**src/core/i2cms_pkg.sv**
```systemverilog
// constants, types and register map of the i2c master bus sequencer
package i2cms_pkg;
    // ------------------------------------------------------------
    // register map (byte addresses, one word each)
    // ------------------------------------------------------------
    localparam logic [7:0] ADR_CTRL2  = 8'h00;
    localparam logic [7:0] ADR_STATUS = 8'h04;
    localparam logic [7:0] ADR_RELOAD = 8'h08;
    localparam logic [7:0] ADR_BUFFER = 8'h0C;
    // control_two_register fields
    localparam int C2_START  = 0;
    localparam int C2_RESTRT = 1;
    localparam int C2_ACKRCV = 6;
    // port_status_register fields
    localparam int ST_BF     = 0;
    localparam int ST_PIRQ   = 1;
    localparam int ST_CIRQ   = 2;
    localparam int ST_SDET   = 3;
    localparam int ST_WRITE_COLLISION_FLAG   = 7;
    localparam logic [6:0] RELOAD_RST = 7'h09;
    // ------------------------------------------------------------
    // timing
    // ------------------------------------------------------------
    localparam int CLK_NS        = 5;
    localparam int INSTR_CYC_NS  = 100;
    localparam int TICKS_PER_CYC = 2;
    localparam logic [7:0] HALF_CYC = 8'(INSTR_CYC_NS / TICKS_PER_CYC / CLK_NS);
    localparam int WRITE_COLLISION_FLAG_WIN_TCY  = 2;
    localparam logic [7:0] WRITE_COLLISION_FLAG_WIN = 8'(WRITE_COLLISION_FLAG_WIN_TCY * INSTR_CYC_NS / CLK_NS);
    localparam logic [3:0] BIT_LAST = 4'h7;
    localparam logic [3:0] BIT_ACK  = 4'h8;
    // ------------------------------------------------------------
    // types
    // ------------------------------------------------------------
    typedef enum logic [3:0] {
        S_IDLE    = 4'b0000,
        S_ST_CHK  = 4'b0001,
        S_ST_HOLD = 4'b0010,
        S_RS_SCLL = 4'b0011,
        S_RS_SDAR = 4'b0100,
        S_RS_SCLR = 4'b0101,
        S_RS_HIGH = 4'b0110,
        S_RS_SDAL = 4'b0111,
        S_TX_LOW  = 4'b1000,
        S_TX_REL  = 4'b1001,
        S_TX_HIGH = 4'b1010
    } i2cms_state_e;
    typedef struct packed {
        logic scl_out;
        logic scl_oe;
        logic sda_out;
        logic sda_oe;
    } i2cms_drive_s;
endpackage

```
**src/core/i2cms_top.sv**
```systemverilog
// i2c master bus sequencer: start, repeated start, byte transmit, wishbone registers
`timescale 1ns/1ps
module i2cms_top (
    input  wire logic                   clk_i,
    input  wire logic                   rst_i,
    input  wire logic                   wb_cyc_i,
    input  wire logic                   wb_stb_i,
    input  wire logic                   wb_we_i,
    input  wire logic [7:0]             wb_adr_i,
    input  wire logic [3:0]             wb_sel_i,
    input  wire logic [31:0]            wb_dat_i,
    output logic      [31:0]            wb_dat_o,
    output logic                        wb_ack_o,
    input  wire logic                   sleep_i,
    input  wire logic                   scl_i,
    input  wire logic                   sda_i,
    output i2cms_pkg::i2cms_drive_s     drive_o
);
    import i2cms_pkg::*;

    // ------------------------------------------------------------
    // declarations
    // ------------------------------------------------------------
    i2cms_state_e st;
    logic       scl_m, scl_s, scl_q, sda_m, sda_s, sda_q;
    logic [7:0] tick_cnt;
    logic       tick;
    logic [6:0] reload;
    logic [6:0] cnt;
    logic       run;
    logic       load;
    logic       tmo;
    logic       start_request, restart_request, ack_received_flag;
    logic       buffer_full_flag, port_irq_flag, collision_irq_flag;
    logic       start_detected, write_collision_flag;
    logic [7:0] tx_rx_buffer, shift_register;
    logic [3:0] bitcnt;
    logic [7:0] win_cnt;
    logic       req, wr, rd_ctrl, wr_ctrl, wr_stat, wr_buf;
    logic       in_cond, in_tx, col;

    assign req     = wb_cyc_i && wb_stb_i && !wb_ack_o;
    // writes land at the edge where the master samples ack high
    assign wr      = wb_cyc_i && wb_stb_i && wb_ack_o && wb_we_i && wb_sel_i[0];
    assign rd_ctrl = (wb_adr_i == ADR_CTRL2);
    assign wr_ctrl = wr && rd_ctrl;
    assign wr_stat = wr && (wb_adr_i == ADR_STATUS);
    assign wr_buf  = wr && (wb_adr_i == ADR_BUFFER);
    assign in_cond = (st != S_IDLE) && !in_tx;
    assign in_tx   = (st == S_TX_LOW) || (st == S_TX_REL) || (st == S_TX_HIGH);
    assign tmo     = run && (cnt == 7'h00);

    // ------------------------------------------------------------
    // pin synchronisers
    // ------------------------------------------------------------
    always_ff @(posedge clk_i) begin
        if (rst_i) begin
            {scl_m, scl_s, scl_q} <= 3'b111;
            {sda_m, sda_s, sda_q} <= 3'b111;
        end else begin
            {scl_m, scl_s, scl_q} <= {scl_i, scl_m, scl_s};
            {sda_m, sda_s, sda_q} <= {sda_i, sda_m, sda_s};
        end
    end

    // ------------------------------------------------------------
    // half instruction cycle tick, gated in sleep
    // ------------------------------------------------------------
    always_ff @(posedge clk_i) begin
        if (rst_i) begin
            tick_cnt <= 8'h00;
            tick     <= 1'b0;
        end else if (sleep_i) begin
            tick     <= 1'b0;
        end else if (tick_cnt == HALF_CYC - 8'h01) begin
            tick_cnt <= 8'h00;
            tick     <= 1'b1;
        end else begin
            tick_cnt <= tick_cnt + 8'h01;
            tick     <= 1'b0;
        end
    end

    // ------------------------------------------------------------
    // rate counter
    // ------------------------------------------------------------
    always_ff @(posedge clk_i) begin
        if (rst_i) begin
            cnt <= 7'h00;
            run <= 1'b0;
        end else if (load) begin
            cnt <= reload;
            run <= 1'b1;
        end else if (tmo || st == S_IDLE) begin
            run <= 1'b0;
        end else if (run && tick && !sleep_i && cnt != 7'h00) begin
            cnt <= cnt - 7'h01;
        end
    end

    // ------------------------------------------------------------
    // sequencer
    // ------------------------------------------------------------
    always_ff @(posedge clk_i) begin
        if (rst_i) begin
            st                <= S_IDLE;
            drive_o           <= '0;
            load              <= 1'b0;
            col               <= 1'b0;
            start_request     <= 1'b0;
            restart_request   <= 1'b0;
            buffer_full_flag  <= 1'b0;
            ack_received_flag <= 1'b0;
            shift_register    <= 8'h00;
            bitcnt            <= 4'h0;
        end else begin
            load <= 1'b0;
            col  <= 1'b0;
            case (st)
                S_IDLE: begin
                    if (wr_ctrl && wb_dat_i[C2_START]) begin
                        start_request <= 1'b1;
                        if (scl_s && sda_s) begin
                            load <= 1'b1;
                            st   <= S_ST_CHK;
                        end else begin
                            col           <= 1'b1;
                            start_request <= 1'b0;
                        end
                    end else if (wr_ctrl && wb_dat_i[C2_RESTRT]) begin
                        restart_request <= 1'b1;
                        drive_o.scl_oe  <= 1'b1;
                        st              <= S_RS_SCLL;
                    end else if (wr_buf) begin
                        buffer_full_flag <= 1'b1;
                        shift_register   <= wb_dat_i[7:0];
                        bitcnt           <= 4'h0;
                        drive_o.scl_oe   <= 1'b1;
                        drive_o.sda_oe   <= !wb_dat_i[7];
                        load             <= 1'b1;
                        st               <= S_TX_LOW;
                    end
                end
                S_ST_CHK: begin
                    if (!scl_s) begin
                        col           <= 1'b1;
                        start_request <= 1'b0;
                        drive_o       <= '0;
                        st            <= S_IDLE;
                    end else if (tmo && sda_s) begin
                        drive_o.sda_oe <= 1'b1;
                        load           <= 1'b1;
                        st             <= S_ST_HOLD;
                    end else if (tmo) begin
                        col           <= 1'b1;
                        start_request <= 1'b0;
                        st            <= S_IDLE;
                    end
                end
                S_ST_HOLD: begin
                    if (tmo) begin
                        start_request <= 1'b0;
                        st            <= S_IDLE;
                    end
                end
                S_RS_SCLL: begin
                    if (!scl_s) begin
                        drive_o.sda_oe <= 1'b0;
                        load           <= 1'b1;
                        st             <= S_RS_SDAR;
                    end
                end
                S_RS_SDAR: begin
                    if (tmo && sda_s) begin
                        drive_o.scl_oe <= 1'b0;
                        st             <= S_RS_SCLR;
                    end else if (tmo) begin
                        col             <= 1'b1;
                        restart_request <= 1'b0;
                        drive_o         <= '0;
                        st              <= S_IDLE;
                    end
                end
                S_RS_SCLR: begin
                    if (scl_s && !sda_s) begin
                        col             <= 1'b1;
                        restart_request <= 1'b0;
                        drive_o         <= '0;
                        st              <= S_IDLE;
                    end else if (scl_s) begin
                        load <= 1'b1;
                        st   <= S_RS_HIGH;
                    end
                end
                S_RS_HIGH: begin
                    if (!scl_s) begin
                        col             <= 1'b1;
                        restart_request <= 1'b0;
                        drive_o         <= '0;
                        st              <= S_IDLE;
                    end else if (tmo) begin
                        drive_o.sda_oe <= 1'b1;
                        load           <= 1'b1;
                        st             <= S_RS_SDAL;
                    end
                end
                S_RS_SDAL: begin
                    if (tmo) begin
                        restart_request <= 1'b0;
                        st              <= S_IDLE;
                    end
                end
                S_TX_LOW: begin
                    if (tmo) begin
                        drive_o.scl_oe <= 1'b0;
                        st             <= S_TX_REL;
                    end
                end
                S_TX_REL: begin
                    if (scl_s) begin
                        load <= 1'b1;
                        st   <= S_TX_HIGH;
                    end
                end
                S_TX_HIGH: begin
                    if (tmo) begin
                        drive_o.scl_oe <= 1'b1;
                        bitcnt         <= bitcnt + 4'h1;
                        if (bitcnt == BIT_ACK) begin
                            ack_received_flag <= sda_s;
                            drive_o.sda_oe    <= 1'b0;
                            st                <= S_IDLE;
                        end else if (bitcnt == BIT_LAST) begin
                            buffer_full_flag <= 1'b0;
                            drive_o.sda_oe   <= 1'b0;
                            load             <= 1'b1;
                            st               <= S_TX_LOW;
                        end else begin
                            shift_register <= {shift_register[6:0], 1'b0};
                            drive_o.sda_oe <= !shift_register[6];
                            load           <= 1'b1;
                            st             <= S_TX_LOW;
                        end
                    end
                end
                default: begin
                    st      <= S_IDLE;
                    drive_o <= '0;
                end
            endcase
        end
    end

    // ------------------------------------------------------------
    // software registers and sticky flags
    // ------------------------------------------------------------
    always_ff @(posedge clk_i) begin
        if (rst_i) begin
            reload <= RELOAD_RST;
        end else if (wr && wb_adr_i == ADR_RELOAD) begin
            reload <= wb_dat_i[6:0];
        end
    end

    // port irq: start done, restart done, ninth clock; set beats clear
    always_ff @(posedge clk_i) begin
        if (rst_i) begin
            port_irq_flag <= 1'b0;
        end else if (tmo && (st == S_ST_HOLD || st == S_RS_SDAL)) begin
            port_irq_flag <= 1'b1;
        end else if (tmo && st == S_TX_HIGH && bitcnt == BIT_ACK) begin
            port_irq_flag <= 1'b1;
        end else if (wr_stat && wb_dat_i[ST_PIRQ]) begin
            port_irq_flag <= 1'b0;
        end
    end

    always_ff @(posedge clk_i) begin
        if (rst_i) begin
            collision_irq_flag <= 1'b0;
        end else if (col) begin
            collision_irq_flag <= 1'b1;
        end else if (wr_stat && wb_dat_i[ST_CIRQ]) begin
            collision_irq_flag <= 1'b0;
        end
    end

    // start seen on the bus; cleared by a stop seen on the bus
    always_ff @(posedge clk_i) begin
        if (rst_i) begin
            start_detected <= 1'b0;
        end else if (scl_s && sda_q && !sda_s) begin
            start_detected <= 1'b1;
        end else if (scl_s && !sda_q && sda_s) begin
            start_detected <= 1'b0;
        end
    end

    // buffer writes outside idle: write collision and the rewrite window
    always_ff @(posedge clk_i) begin
        if (rst_i) begin
            write_collision_flag <= 1'b0;
            tx_rx_buffer         <= 8'h00;
            win_cnt              <= 8'h00;
        end else begin
            if (win_cnt != 8'h00) begin
                win_cnt <= win_cnt - 8'h01;
            end
            if (wr_buf && in_cond) begin
                write_collision_flag <= 1'b1;
            end else if (wr_buf && in_tx) begin
                write_collision_flag <= 1'b1;
                if (win_cnt != 8'h00) begin
                    tx_rx_buffer <= wb_dat_i[7:0];
                end else begin
                    win_cnt <= WRITE_COLLISION_FLAG_WIN;
                end
            end else if (wr_stat && wb_dat_i[ST_WRITE_COLLISION_FLAG]) begin
                write_collision_flag <= 1'b0;
            end
            if (wr_buf && st == S_IDLE) begin
                tx_rx_buffer <= wb_dat_i[7:0];
            end
        end
    end

    // ------------------------------------------------------------
    // wishbone slave: one wait state, unmapped reads zero
    // ------------------------------------------------------------
    always_ff @(posedge clk_i) begin
        if (rst_i) begin
            wb_ack_o <= 1'b0;
            wb_dat_o <= 32'h0000_0000;
        end else begin
            wb_ack_o <= req;
            wb_dat_o <= 32'h0000_0000;
            if (req) begin
                case (wb_adr_i)
                    ADR_CTRL2: begin
                        wb_dat_o[C2_START]  <= start_request;
                        wb_dat_o[C2_RESTRT] <= restart_request;
                        wb_dat_o[C2_ACKRCV] <= ack_received_flag;
                    end
                    ADR_STATUS: begin
                        wb_dat_o[ST_BF]   <= buffer_full_flag;
                        wb_dat_o[ST_PIRQ] <= port_irq_flag;
                        wb_dat_o[ST_CIRQ] <= collision_irq_flag;
                        wb_dat_o[ST_SDET] <= start_detected;
                        wb_dat_o[ST_WRITE_COLLISION_FLAG] <= write_collision_flag;
                    end
                    ADR_RELOAD: wb_dat_o[6:0] <= reload;
                    ADR_BUFFER: wb_dat_o[7:0] <= tx_rx_buffer;
                    default:    wb_dat_o      <= 32'h0000_0000;
                endcase
            end
        end
    end
endmodule // i2cms_top

```
**config.mk**
```make
export PLATFORM = sky130hd
export DESIGN_NAME = i2cms_top
export DESIGN_NICKNAME = d
export VERILOG_FILES = /design/src/core/i2cms_pkg.sv /design/src/core/i2cms_top.sv
export SDC_FILE = /design/constraint.sdc
export NUM_CORES = 1
export LEC_CHECK = 0
export ABC_CLOCK_PERIOD_IN_PS = 2260
export CAP_MARGIN = 10
export CORE_UTILIZATION = 58
export CTS_CLUSTER_SIZE = 16
export DETAILED_ROUTE_END_ITERATION = 12
export DONT_BUFFER_PORTS = 1
export PLACE_DENSITY = 0.74
export SLEW_MARGIN = 40
export SYNTH_ARGS = -nofsm -noshare
export SYNTH_HDL_FRONTEND = slang
export SYNTH_SLANG_ARGS = --single-unit
```
**constraint.sdc**
```tcl
create_clock -name clk_i -period 2.26 [get_ports clk_i]
set_input_delay 0.226 -clock clk_i [delete_from_list [all_inputs] [get_ports clk_i]]
set_output_delay 0.226 -clock clk_i [all_outputs]
set_load 0.05 [all_outputs]
```
==> impl_results.md <==
- H-tree Lvls: 3
- Antenna cells: 0
- Crit-path max FO: 8
- Pint: 3.098 mW
- Clock Sinks: 81
- Worst skew pair latency: 0.36 ns
- Via density: 6.034
- CTS Buf Count: 9
- Peak Freq: 0.4550 GHz
- Worst R2R Setup Slack: 0.06 ns
- Mapped Area: 4557 µm²
- Drt drc: 0
- Synth area leader: dfxtp_1
- Final hold vios: 0
- Combinational share of power: 44.2%
- Post-Syn Instances: 543
- Clk pwr share: 21.6%
- Peak VDD IR: 0.4485 mV
- PwrDens: 1045 nW/µm²
- DR vias: 4025
- GRT Util Overall: 29.04%
- Synth-to-layout area growth: 10.02%
- Number of global-route vias before repair: 3667
- Critical path class: flip-flop to flip-flop
- Row count: 31
- Net count, final: 624
- Ys async rst share: 0%
- RSZ-0062 raised after global routing: yes
- Run status: finished clean
- Area after DPL: 4706 µm²
- Die height: 90.64 µm
- Max Cap Viol: 0
- GPL Wtd Cong: 0.9399
- Design area: 5014 µm²
- Initial Util: 61.51%
- Tmin final: 2.198 ns
- Switching share of total power: 40.85%
- Layout cells sized above 1: 14.61%
- P_leak: 1.874 nW
- Synth warnings: 0
- Clock buffer depth: 2
- Hold Path Class: primary input to flip-flop
- First-pass GRT wire length: 18710 µm
- Full die area: 8215 µm²
- I/O pins: 89
- GRT overflow: 0
- CTS tree: done
- Startpoint Class: flip-flop
- Top cells by area, synth: dfxtp_1 36%, nor2_1 5.5%, buf_4 4.9%, mux2i_1 4.8%, nand2_1 3.8%
- Largest net degree at the start of global routing: 58
- Initial antenna violation count: 0
- Fin. max-slew vios: 0
- Worst rel slew slack: 64.76%
- Top FF cell, synth: dfxtp_1
- Post-synth cell types: 65
- Final core utilization: 67.67%
- Tcrit/Tclk final: 97.24%
- Routed wire per std cell: 17.40 µm
- Number of synthesized flops with an enable pin: 0
- Detail Route Antenna Nets: 0
- Drt pass-1 iters: 5
- Final setup fails: 0
- Iter 0 DRT Violations: 285
- Reg power frac: 34.2%
- Seq/Total Area, Yosys: 35.58%
- Required @ worst endpoint: 2.50 ns
- Worst slew pin tran: 0.5278 ns
- Top cell type's share of synthesized area: 35.58%
- Seq cells post-synth: 81
- NetSw: 2.139 mW
- Port buffer count: 0
- DP HPWL: 8170 µm
- Setup Skew: 0.01549 ns
- CTS clk-pin slew, worst paths: 0.09 ns
- DRT Wirelength: 11610 µm
- CP Capture Type: flip-flop
- Die extent in x: 90.64 µm
- Core area: 7408 µm²
- Root Buffer Master: clkbuf_8
- Arrival @ worst endpoint: 2.44 ns
- Mean Syn Cell Area: 8.392 µm²
[metal layers]
metal / wire length [µm] / GRT usage [%] / vias to the layer above
met1: 5126 / 39.11 / 1891
met5: 0 / 0 / -
met3: 807 / 6.145 / 30
met2: 5338 / 45.14 / 169
met4: 334 / 11.69 / 0
li1: - / - / 1935
[final timing paths]
kind / startpoint / to / cells after the start
setup / recovery: win_cnt[2] / tx_rx_buffer[5] / 7
hold / removal: wb_cyc_i / wb_ack_o / 2
setup reg to reg: win_cnt[2] / tx_rx_buffer[5] / 7
hold reg to reg: scl_m / scl_s / 1
[synth_stat cells (3+ instances only)]
cell / count
or2_2: 6
o211ai_1: 4
and2_1: 4
mux2_2: 3
o221ai_1: 3
dfxtp_1: 81
mux2i_1: 22
nand2_1: 46
or3_1: 5
xor2_1: 4
nor4_4: 3
inv_1: 15
nor3_1: 13
a31o_2: 4
a31oi_1: 8
o31ai_1: 3
a21oi_1: 32
buf_4: 30
ha_1: 9
a311oi_1: 10
nor3b_1: 3
nand3_1: 21
nor4b_1: 3
nor2b_1: 12
buf_1: 6
and3_1: 4
nor4_1: 4
nand3b_1: 3
nand2b_1: 5
nor2_1: 67
and4_1: 3
a211oi_1: 7
buf_2: 7
a22oi_1: 6
nand4_1: 6
xnor2_1: 14
clkbuf_1: 15
o21ai_0: 17
[critical path, cell delays in order (launching register included)]
cell and delay, ns:
dfxtp_1 0.36, or4_4 0.57, or4b_4 0.57, o211ai_2 0.12, a211oi_4 0.10, buf_12 0.16, mux2i_1 0.16, nor2_1 0.05
[cell usage in the layout (no fill, tap or decap), types with 7 or more instances in the layout]
master and n:
a211oi_1 7, a21oi_1 32, a311oi_1 10, a31oi_1 8
buf_4 37, clkbuf_8 10, conb_1 26, dfxtp_1 81
ha_1 9, inv_1 15, mux2i_1 22, nand2_1 46
nand3_1 21, nor2_1 67, nor2b_1 12, nor3_1 13
o21ai_0 17, xnor2_1 14
[cell families (layout without fill, tap and decap cells)]
group | count (synthesis) | in the layout | synth area share, %
other cells | 1 | 26 | 0.08229
xor+xnor | 18 | 18 | 3.460
flops | 81 | 81 | 35.58
fa+ha+maj | 9 | 9 | 2.471
buf+inv | 75 | 75 | 8.841
mux | 27 | 27 | 6.562
compound gates | 118 | 118 | 18.73
simple gates | 214 | 214 | 24.27
[layout make-up]
| class | count | area, µm² |
|---|---|---|
| clock inverter | 6 | 72.57 |
| fill | 601 | 2395 |
| sequential | 81 | 1622 |
| clock buffer | 10 | 137.6 |
| timing repair buffer | 42 | 355.3 |
| inverter | 17 | 63.81 |
| multi-input combinational | 412 | 2639 |
| tap | 99 | 123.9 |
[sequential cells by signal (all words and copies together) (netlist names), 2 cells and up]
name and flops:
win_cnt 8, tick_cnt 8, cnt 7, tx_rx_buffer 8
st 4, shift_register 7, drive_o 2, bitcnt 4
wb_dat_o 8, reload 7
[through the flow]
stage          worst slack [ns]  setup TNS (ns)  std cells  hold slack [ns]  total power, mW
2_1_floorplan           0.08966               0        568           0.3298            3.470
4_1_cts                 0.02185               0        665         0.001878            5.170
6_report                0.06239               0        667         0.005319            5.237
3_5_place_dp            0.07955               0        645           0.3027            4.018
5_1_grt              -0.0002491      -0.0002491        667         0.005154            5.510
3_3_place_gp            0.09346               0        645           0.3006            4.016
[power by group through the flow]
stage | Clock (mW) | Sequential (mW) | Combinational (mW)
after floorplan | 0 | 1.75 | 1.72
after global placement | 0 | 1.81 | 2.20
after detailed placement | 0 | 1.82 | 2.20
after CTS | 1.15 | 1.79 | 2.23
after global routing | 1.21 | 1.81 | 2.49
final | 1.13 | 1.79 | 2.32
[what timing repair did]
action | in CTS | in global routing
setup buffers | 0 | 2
gates resized for setup | 0 | 3
endpoints found under the hold margin | 57 | 0
setup endpoints to repair | 0 | 16
hold buffers | 4 | 0
Note: power is estimated with default switching activity, not from simulation.
